`config.mk`:
```
export PLATFORM = sky130hd
export DESIGN_NAME = cia_core_irq_addr
export DESIGN_NICKNAME = d
export VERILOG_FILES = /design/src/cia_pkg.sv /design/src/cia_core_irq_addr.sv
export VERILOG_INCLUDE_DIRS = /design/src /design/src/src
export SDC_FILE = /design/constraint.sdc
export NUM_CORES = 1
export LEC_CHECK = 0
export BUFFER_PORTS_ARGS = -buffer_cell sky130_fd_sc_hd__buf_4
export CORE_MARGIN = 3
export CORE_UTILIZATION = 45
export CTS_CLUSTER_SIZE = 40
export DETAILED_ROUTE_END_ITERATION = 8
export PLACE_DENSITY = 0.77
export SYNTH_ARGS = -nofsm -noshare
export SYNTH_HDL_FRONTEND = slang
export SYNTH_SLANG_ARGS = --single-unit
```
`constraint.sdc`:
```
create_clock -name core_clk -period 2.2 [get_ports core_clk]
set_input_delay 0.11 -clock core_clk [delete_from_list [all_inputs] [get_ports core_clk]]
set_output_delay 0.11 -clock core_clk [all_outputs]
set_load 0.02 [all_outputs]
```
`src/cia_defines.svh`:
```
`ifndef CIA_DEFINES_SVH
`define CIA_DEFINES_SVH

// ****************************************************************
// Interrupt constants
// ****************************************************************
`define CIA_NUM_SRC        4
`define CIA_SRC_TRAP       0
`define CIA_SRC_TMR1       1
`define CIA_SRC_TMR0       2
`define CIA_SRC_WAKE       3
`define CIA_ENTRY_CYCLES   5
`define CIA_G_RESET        1'b0
`define CIA_VEC_TMR0       12'hff6
`define CIA_VEC_TMR1       12'hff8
`define CIA_VEC_WAKE       12'hffa
`define CIA_VEC_TRAP       12'hffc

// ****************************************************************
// Stack constants
// ****************************************************************
`define CIA_SP_RESET       4'hf
`define CIA_SP_STEP        4'h2
`define CIA_STACK_BASE     8'h30

// ****************************************************************
// Addressing constants
// ****************************************************************
`define CIA_PROG_SPACE     2'h3
`define CIA_DATA_SPACE     2'h0
`define CIA_REL_MIN        (-31)
`define CIA_REL_MAX        32

`endif

```
`src/cia_pkg.sv`:
```
package cia_pkg;

	// ****************************************************************
	// Types
	// ****************************************************************
	typedef enum logic [2:0] {
		CIA_IDLE    = 3'h0,
		CIA_PUSH_LO = 3'h1,
		CIA_PUSH_HI = 3'h3,
		CIA_VEC_LO  = 3'h2,
		CIA_VEC_HI  = 3'h6,
		CIA_GO      = 3'h7,
		CIA_POP_HI  = 3'h5,
		CIA_POP_LO  = 3'h4
	} cia_state_t;

	typedef enum logic [2:0] {
		CIA_KIND_PLAIN = 3'h0,
		CIA_KIND_SET_G = 3'h1,
		CIA_KIND_CLR_G = 3'h2,
		CIA_KIND_TRAP  = 3'h3,
		CIA_KIND_RETURN_FROM_IRQ_INSTR  = 3'h4
	} cia_kind_t;

	typedef enum logic [2:0] {
		CIA_AM_IMM = 3'h0,
		CIA_AM_DIR = 3'h1,
		CIA_AM_IDX = 3'h2,
		CIA_AM_IND = 3'h3,
		CIA_AM_INH = 3'h4,
		CIA_AM_REL = 3'h5,
		CIA_AM_ABS = 3'h6
	} cia_mode_t;

	typedef enum logic [3:0] {
		CIA_GRP_ALU    = 4'h0,
		CIA_GRP_RMW    = 4'h1,
		CIA_GRP_CMP    = 4'h2,
		CIA_GRP_LD     = 4'h3,
		CIA_GRP_ST     = 4'h4,
		CIA_GRP_BIT    = 4'h5,
		CIA_GRP_CARRY  = 4'h6,
		CIA_GRP_ROT    = 4'h7,
		CIA_GRP_INH    = 4'h8,
		CIA_GRP_JSHORT = 4'h9,
		CIA_GRP_JLONG  = 4'ha
	} cia_group_t;

endpackage : cia_pkg

```
`src/cia_core_irq_addr.sv`:
```
`include "cia_defines.svh"

module cia_core_irq_addr (
	// Clock, reset and enable
	input  wire logic                core_clk,
	input  wire logic                rst_n,
	input  wire logic                ce,
	// Peripheral requests, one-cycle pulses
	input  wire logic                wakeup_edge_irq,
	input  wire logic                first_timer_irq,
	input  wire logic                second_timer_irq,
	// Sequencer handshake
	input  wire logic                instr_done,
	input  wire cia_pkg::cia_kind_t  instr_kind,
	input  wire logic [9:0]          pc,
	output logic                     core_hold,
	output logic                     pc_load,
	output logic [9:0]               pc_new_r,
	// Memory port
	output logic                     mem_rd_en,
	output logic                     mem_wr_en,
	output logic [11:0]              mem_addr,
	output logic [7:0]               mem_wdata,
	input  wire logic [7:0]          mem_rdata,
	// Status
	output logic                     irq_enable_r,
	output logic [3:0]               sp_r,
	output logic [3:0]               pending_r,
	output logic [2:0]               service_level_r,
	// Address generation
	input  wire logic                addr_req,
	input  wire cia_pkg::cia_group_t addr_group,
	input  wire cia_pkg::cia_mode_t  addr_mode,
	input  wire logic [10:0]         index_ptr,
	input  wire logic [7:0]          opnd_byte0,
	input  wire logic [7:0]          opnd_byte1,
	output logic                     addr_valid_r,
	output logic [11:0]              eff_addr_r,
	output logic [7:0]               operand_r,
	output logic [9:0]               target_pc_r,
	output logic [1:0]               opnd_bytes_r,
	output logic                     mode_err_r
);
	import cia_pkg::*;

	// ****************************************************************
	// Interrupt state
	// ****************************************************************
	cia_state_t  state_r;
	cia_state_t  state_nxt;
	logic [3:0]  req_set;
	logic [3:0]  eligible;
	logic [3:0]  grant;
	logic [1:0]  sel_r;
	logic [9:0]  ret_pc_r;
	logic [7:0]  vec_lo_r;
	logic [11:0] vec_base;
	logic        boundary;
	logic        start_entry;
	logic        start_return_from_irq_instr;

	assign boundary = ce && instr_done && (state_r == CIA_IDLE);

	assign req_set[`CIA_SRC_TRAP] = boundary &&
		(instr_kind == CIA_KIND_TRAP);
	assign req_set[`CIA_SRC_TMR1] = second_timer_irq;
	assign req_set[`CIA_SRC_TMR0] = first_timer_irq;
	assign req_set[`CIA_SRC_WAKE] = wakeup_edge_irq;

	// The trap is never masked; the three peripherals need the enable.
	assign eligible = pending_r &
		{irq_enable_r, irq_enable_r, irq_enable_r, 1'b1};

	// Highest index wins, so wakeup outranks both timers and the trap.
	always_comb begin
		grant = 4'h0;
		if (eligible[`CIA_SRC_WAKE]) begin
			grant[`CIA_SRC_WAKE] = 1'b1;
		end else if (eligible[`CIA_SRC_TMR0]) begin
			grant[`CIA_SRC_TMR0] = 1'b1;
		end else if (eligible[`CIA_SRC_TMR1]) begin
			grant[`CIA_SRC_TMR1] = 1'b1;
		end else if (eligible[`CIA_SRC_TRAP]) begin
			grant[`CIA_SRC_TRAP] = 1'b1;
		end
	end

	// A trap instruction completing now must enter even though its
	// pending bit is only being set this very cycle.
	assign start_return_from_irq_instr  = boundary && (instr_kind == CIA_KIND_RETURN_FROM_IRQ_INSTR);
	assign start_entry = boundary && !start_return_from_irq_instr &&
		((|eligible) || req_set[`CIA_SRC_TRAP]);

	// ****************************************************************
	// Pending latches
	// ****************************************************************
	genvar gi;
	generate
		for (gi = 0; gi < `CIA_NUM_SRC; gi++) begin : g_pend
			// Set wins over the service clear so no edge is lost.
			always_ff @(posedge core_clk or negedge rst_n) begin
				if (!rst_n) begin
					pending_r[gi] <= 1'b0;
				end else if (ce) begin
					if (req_set[gi]) begin
						pending_r[gi] <= 1'b1;
					end else if (state_r == CIA_GO &&
						sel_r == 2'(gi)) begin
						pending_r[gi] <= 1'b0;
					end
				end
			end
		end
	endgenerate

	// ****************************************************************
	// Sequencer
	// ****************************************************************
	always_comb begin
		state_nxt = state_r;
		case (state_r)
			CIA_IDLE: begin
				if (start_return_from_irq_instr) begin
					state_nxt = CIA_POP_HI;
				end else if (start_entry) begin
					state_nxt = CIA_PUSH_LO;
				end
			end
			CIA_PUSH_LO: state_nxt = CIA_PUSH_HI;
			CIA_PUSH_HI: state_nxt = CIA_VEC_LO;
			CIA_VEC_LO:  state_nxt = CIA_VEC_HI;
			CIA_VEC_HI:  state_nxt = CIA_GO;
			CIA_GO:      state_nxt = CIA_IDLE;
			CIA_POP_HI:  state_nxt = CIA_POP_LO;
			CIA_POP_LO:  state_nxt = CIA_IDLE;
			default:     state_nxt = CIA_IDLE;
		endcase
	end

	always_ff @(posedge core_clk or negedge rst_n) begin
		if (!rst_n) begin
			state_r <= CIA_IDLE;
		end else if (ce) begin
			state_r <= state_nxt;
		end
	end

	// Source choice and return address are frozen at the boundary.
	always_ff @(posedge core_clk or negedge rst_n) begin
		if (!rst_n) begin
			sel_r    <= 2'h0;
			ret_pc_r <= 10'h000;
		end else if (ce && start_entry) begin
			ret_pc_r <= pc;
			if (|eligible) begin
				sel_r <= grant[3] ? 2'h3 : grant[2] ? 2'h2 :
					grant[1] ? 2'h1 : 2'h0;
			end else begin
				sel_r <= 2'(`CIA_SRC_TRAP);
			end
		end
	end

	always_comb begin
		case (sel_r)
			2'h3:    vec_base = `CIA_VEC_WAKE;
			2'h2:    vec_base = `CIA_VEC_TMR0;
			2'h1:    vec_base = `CIA_VEC_TMR1;
			default: vec_base = `CIA_VEC_TRAP;
		endcase
	end

	always_ff @(posedge core_clk or negedge rst_n) begin
		if (!rst_n) begin
			service_level_r <= 3'h0;
		end else if (ce && state_r == CIA_GO) begin
			service_level_r <= 3'(sel_r) + 3'h1;
		end
	end

	// ****************************************************************
	// Stack pointer and memory port
	// ****************************************************************
	always_ff @(posedge core_clk or negedge rst_n) begin
		if (!rst_n) begin
			sp_r <= `CIA_SP_RESET;
		end else if (ce) begin
			if (state_r == CIA_PUSH_HI) begin
				sp_r <= sp_r - `CIA_SP_STEP;
			end else if (state_r == CIA_POP_LO) begin
				sp_r <= sp_r + `CIA_SP_STEP;
			end
		end
	end

	// Reads are taken combinationally from mem_rdata in the same cycle.
	always_comb begin
		mem_rd_en = 1'b0;
		mem_wr_en = 1'b0;
		mem_addr  = 12'h000;
		mem_wdata = 8'h00;
		case (state_r)
			CIA_PUSH_LO: begin
				mem_wr_en = 1'b1;
				mem_addr  = {4'h0, `CIA_STACK_BASE | {4'h0, sp_r}};
				mem_wdata = ret_pc_r[7:0];
			end
			CIA_PUSH_HI: begin
				mem_wr_en = 1'b1;
				mem_addr  = {4'h0, `CIA_STACK_BASE |
					{4'h0, 4'(sp_r - 4'h1)}};
				mem_wdata = {6'h00, ret_pc_r[9:8]};
			end
			CIA_VEC_LO: begin
				mem_rd_en = 1'b1;
				mem_addr  = vec_base;
			end
			CIA_VEC_HI: begin
				mem_rd_en = 1'b1;
				mem_addr  = vec_base + 12'h001;
			end
			CIA_POP_HI: begin
				mem_rd_en = 1'b1;
				mem_addr  = {4'h0, `CIA_STACK_BASE |
					{4'h0, 4'(sp_r + 4'h1)}};
			end
			CIA_POP_LO: begin
				mem_rd_en = 1'b1;
				mem_addr  = {4'h0, `CIA_STACK_BASE |
					{4'h0, 4'(sp_r + `CIA_SP_STEP)}};
			end
			default: begin
				mem_rd_en = 1'b0;
			end
		endcase
	end

	// ****************************************************************
	// Program counter reload
	// ****************************************************************
	logic [1:0] pop_hi_r;

	always_ff @(posedge core_clk or negedge rst_n) begin
		if (!rst_n) begin
			vec_lo_r <= 8'h00;
			pop_hi_r <= 2'h0;
			pc_new_r <= 10'h000;
		end else if (ce) begin
			case (state_r)
				CIA_VEC_LO: vec_lo_r <= mem_rdata;
				CIA_VEC_HI: pc_new_r <= {mem_rdata[1:0], vec_lo_r};
				CIA_POP_HI: pop_hi_r <= mem_rdata[1:0];
				CIA_POP_LO: pc_new_r <= {pop_hi_r, mem_rdata};
				default:    pc_new_r <= pc_new_r;
			endcase
		end
	end

	// The hold covers the whole entry so the fifth cycle is the load.
	assign core_hold = (state_r != CIA_IDLE);
	always_ff @(posedge core_clk or negedge rst_n) begin
		if (!rst_n) begin
			pc_load <= 1'b0;
		end else if (ce) begin
			pc_load <= (state_r == CIA_VEC_HI) ||
				(state_r == CIA_POP_LO);
		end
	end

	// ****************************************************************
	// Global enable
	// ****************************************************************
	always_ff @(posedge core_clk or negedge rst_n) begin
		if (!rst_n) begin
			irq_enable_r <= `CIA_G_RESET;
		end else if (ce) begin
			if (state_r == CIA_GO) begin
				irq_enable_r <= 1'b0;
			end else if (state_r == CIA_POP_LO) begin
				irq_enable_r <= 1'b1;
			end else if (boundary &&
				instr_kind == CIA_KIND_SET_G) begin
				irq_enable_r <= 1'b1;
			end else if (boundary &&
				instr_kind == CIA_KIND_CLR_G) begin
				irq_enable_r <= 1'b0;
			end
		end
	end

	// ****************************************************************
	// Operand address generation
	// ****************************************************************
	function automatic logic [6:0] cia_legal(input cia_group_t grp);
		logic [6:0] m;
		m = 7'h00;
		case (grp)
			CIA_GRP_ALU:    m = 7'b0001011;
			CIA_GRP_CMP:    m = 7'b0001011;
			CIA_GRP_RMW:    m = 7'b0011010;
			CIA_GRP_LD:     m = 7'b0001111;
			CIA_GRP_ST:     m = 7'b0001110;
			CIA_GRP_BIT:    m = 7'b0001011;
			CIA_GRP_CARRY:  m = 7'b0000010;
			CIA_GRP_ROT:    m = 7'b0010010;
			CIA_GRP_INH:    m = 7'b0010000;
			CIA_GRP_JSHORT: m = 7'b0100000;
			CIA_GRP_JLONG:  m = 7'b1000000;
			default:        m = 7'h00;
		endcase
		return m;
	endfunction : cia_legal

	logic [9:0]        idx_sum;
	logic [1:0]        space;
	logic signed [8:0] rel_disp;
	logic              legal;

	assign idx_sum  = index_ptr[9:0] + {2'h0, opnd_byte0};
	assign space    = index_ptr[10] ? `CIA_PROG_SPACE : `CIA_DATA_SPACE;
	assign rel_disp = {opnd_byte0[7], opnd_byte0};
	assign legal    = |(cia_legal(addr_group) &
		(7'h01 << addr_mode));

	always_ff @(posedge core_clk or negedge rst_n) begin
		if (!rst_n) begin
			addr_valid_r <= 1'b0;
			eff_addr_r   <= 12'h000;
			operand_r    <= 8'h00;
			target_pc_r  <= 10'h000;
			opnd_bytes_r <= 2'h0;
			mode_err_r   <= 1'b0;
		end else if (ce) begin
			addr_valid_r <= addr_req;
			if (addr_req) begin
				mode_err_r   <= !legal;
				eff_addr_r   <= 12'h000;
				operand_r    <= 8'h00;
				target_pc_r  <= pc;
				opnd_bytes_r <= 2'h1;
				case (addr_mode)
					CIA_AM_IDX: begin
						eff_addr_r <= {space, idx_sum};
					end
					CIA_AM_IND: begin
						eff_addr_r   <= {space, index_ptr[9:0]};
						opnd_bytes_r <= 2'h0;
					end
					CIA_AM_DIR: begin
						eff_addr_r <= {4'h0, opnd_byte0};
					end
					CIA_AM_IMM: begin
						operand_r <= opnd_byte0;
					end
					CIA_AM_INH: begin
						opnd_bytes_r <= 2'h0;
					end
					CIA_AM_ABS: begin
						target_pc_r  <= {opnd_byte0[1:0], opnd_byte1};
						opnd_bytes_r <= 2'h2;
					end
					CIA_AM_REL: begin
						target_pc_r  <= 10'(pc + 10'(rel_disp));
						opnd_bytes_r <= 2'h0;
						if (rel_disp < 9'(`CIA_REL_MIN) ||
							rel_disp > 9'(`CIA_REL_MAX)) begin
							mode_err_r <= 1'b1;
						end
					end
					default: begin
						mode_err_r <= 1'b1;
					end
				endcase
			end
		end
	end

endmodule : cia_core_irq_addr

```
==> impl_metrics.csv <==
group,metric,value,unit
status,status,"finished, final reports clean",
synth,synth_cells,530,
critical_path,path_class,"flip-flop to output port",
synth,synth-seq-cells,80,
clock_tree,htree_levels,3,
sta,rsz0062_at_grt,"false",
die,placementRows,37,
sta,hold_ws,0.0111,ns
critical_path,cp_common_cell,"buf_4",
clock_tree,clock_sinks,80,
clock_tree,cts_buffers,9,
die,die_width,110,um
pwr,p_leak,3.04,nW
synth,syn_avg_cell_area,9.27,um^2
finish,final_cell_mix,"buf_4 (156), dfrtp_1 (77), nand2_1 (67), o21ai_0 (60), nor2_1 (27)",
pwr,p_int,3.89,mW
clock_tree,tritoncts,"built",
drt,post_drt_wl_per_cell,17.2,um
clock_tree,post_cts_resized,0,
critical_path,cp_max_fo,10,
synth,syn-cell-area,4910,um^2
finish,area_delta_synth_final,30.0,%
synth,netlist-cell-type-count,61,
drt,drc,0,
place,place_ws,0.0630,ns
sta,slew_headroom,55.7,%
finish,drive_gt1_share,29.5,%
sta,period_share,92.2,%
critical_path,r2r_slack,0.24,ns
synth,synth_edf_count,0,
sta,finalSetupTns,0,ns
synth,yosysWarningCount,0,
finish,fin_area,6390,um^2
critical_path,crit_required,2.09,ns
drt,wl,14000,um
place,placed_area,6090,um^2
finish,num_antenna_cells,0,
finish,mostFrequentLayoutCell,"buf_4",
critical_path,cp_slowest_cell,"dfrtp_1",
critical_path,path_cells,"buf_4 > nor2_1 > nand2_1 > a21boi_0 > buf_4",
grt,antenna_found_initial,0,
sta,finalClockSkew,0.00786,ns
pwr,power_switching_share,41.1,%
drt,ant_nets,0,
sta,setup_viol,0,
die,dieArea,12200,um^2
min_path,whs_endpoint,"ret_pc_r[3]",
die,die-height,110,um
finish,utilization,61.1,%
place,port-buffer-count,141,
drt,avgViaCountPerCell,5.75,
sta,fmax,493,MHz
drt,drt_iter0_drc,305,
critical_path,rr_worst_depth,4,
grt,grt_max_degree,46,
finish,finalNetCount,764,
pwr,p_seq_share,35.0,%
sta,maxSlewViolCount,0,
clock_tree,cts_setup_buffers,0,
synth,synthArstFlopShare,100,%
synth,synth_top_cell_by_area,"dfrtp_1",
clock_tree,clock_path_buffers,2,
clock_tree,cts_hold_buf,11,
synth,synth-main-ff-cell,"dfrtp_1",
clock_tree,clk_pin_slew_worst_paths,0.08,ns
sta,finalHoldViolCount,0,
die,io_pins,143,
sta,worst_pin_slew,0.658,ns
min_path,hold_path_depth,2,
min_path,hold_class,"primary input to flip-flop",
synth,synth_nets,620,
synth,synth_top_area_share,39.2,%
synth,ys_top_cells_by_area,"dfrtp_1 (39%), ha_1 (6.4%), o21ai_0 (6.1%), nand2_1 (5.1%), mux2_2 (4.8%)",
grt,grt_pass1_vias,4549,
critical_path,worst_setup_path_start_kind,"flip-flop",
die,core-area,10500,um^2
critical_path,crit_path_max_incr_delay,0.60,ns
job,drv_cap,0,
drt,drt-pass1-iter-count,6,
pwr,powerDensity,1030,nW/um^2
place,dp_hpwl,10700,um
pwr,combPwrFrac,48.6,%
clock_tree,clk_latency,0.36,ns
drt,num_vias,4685,
die,initial_core_util,47.0,%
grt,grt_usage,22.9,%
grt,grt_remaining_overflow,0,
place,gp_routability_congestion,0.939,
grt,grt_pass1_wl,23000,um
sta,finalWorstSetupSlack,0.172,ns
sta,fin_crit,2.03,ns
critical_path,end_kind,"output port",
pwr,p_switching,2.71,mW
critical_path,worstPathArrival,1.92,ns
synth,seq_area_frac_synth,40.8,%
min_path,hp-start,"pc[3]",
pwr,ir_drop,792,uV
critical_path,reg2reg_to,"vec_lo_r[6]",
pwr,p_clk_share,16.4,%
clock_tree,root_buffer,"clkbuf_8",
finish,n_fill_cell,920,
[Yosys cell counts (all sizes together), types with 12 or more instances]
cell type / n
dfrtp: 77
nand2: 67
o21ai: 61
nor2: 28
ha: 25
inv: 22
a21oi: 21
mux2: 21
a22o: 20
clkbuf: 18
buf: 16
o22ai: 12
[state kept, by name, indices dropped and copies added (netlist names), 3 cells and up, named ones only]
| register | flops |
|---|---|
| target_pc_r | 10 |
| pc_new_r | 10 |
| eff_addr_r | 11 |
| pending_r | 4 |
| operand_r | 8 |
| vec_lo_r | 8 |
| ret_pc_r | 10 |
| service_level_r | 3 |
| sp_r | 3 |
[area by class of cell]
class | count | area [um^2] | area share [%]
tap | 136 | 170 | 2.66
multi-input combinational | 393 | 2650 | 41.5
timing repair buffer | 167 | 1280 | 20.1
sequential | 80 | 2010 | 31.4
inverter | 23 | 86.3 | 1.35
clock buffer | 11 | 131 | 2.06
clock inverter | 5 | 58.8 | 0.921
[through the flow]
step | power (mW) | cells
final | 6.61 | 815
after global routing | 7.07 | 815
after CTS | 6.64 | 815
after detailed placement | 5.54 | 788
after global placement | 5.45 | 788
after floorplan | 4.31 | 530
[metal layers]
layer,routed length [um],GRT usage [%]
met1,5940,29.5
met2,6700,38.3
met3,1110,4.60
met4,291,7.88
met5,0,0
[logic make-up after synthesis]
logic type / Yosys count / share of synthesized area [%]
other: 1 / 0.0763
AO/OA/AOI/OAI: 171 / 23.2
buffers and inverters: 57 / 5.17
AND/OR/NAND/NOR: 152 / 14.8
XOR/XNOR: 14 / 2.50
multiplexers: 28 / 6.24
adder cells (fa/ha/maj): 27 / 7.18
flip-flops: 80 / 40.8
[worst max-delay path: cells and delay by family (launching register included)]
family / cells / cell delay [ns]
buf+inv: 2 / 0.46
flops: 1 / 0.60
compound gates: 1 / 0.30
simple gates: 2 / 0.20
[power groups by stage]
stage                     registers, mW  clock network, mW  logic [mW]
after global routing               2.38               1.17        3.52
final                              2.31               1.08        3.21
after floorplan                    2.51                  0        1.80
after detailed placement           2.34                  0        3.20
after global placement             2.31                  0        3.14
after CTS                          2.31               1.10        3.23
[how the worst max path moves through the flow]
stage | startpoint | to | depth (start not counted)
finish | flip-flop | mem_addr[4] | 5
global route | flip-flop | mem_addr[5] | 5
CTS | flip-flop | mem_addr[4] | 5
detailed placement | opnd_byte0[0] | target_pc_r[8] | 10
global placement | opnd_byte0[0] | target_pc_r[8] | 10
floorplan | state_r[0] | mem_addr[5] | 5
No activity file was read; power rests on OpenSTA's default activity.
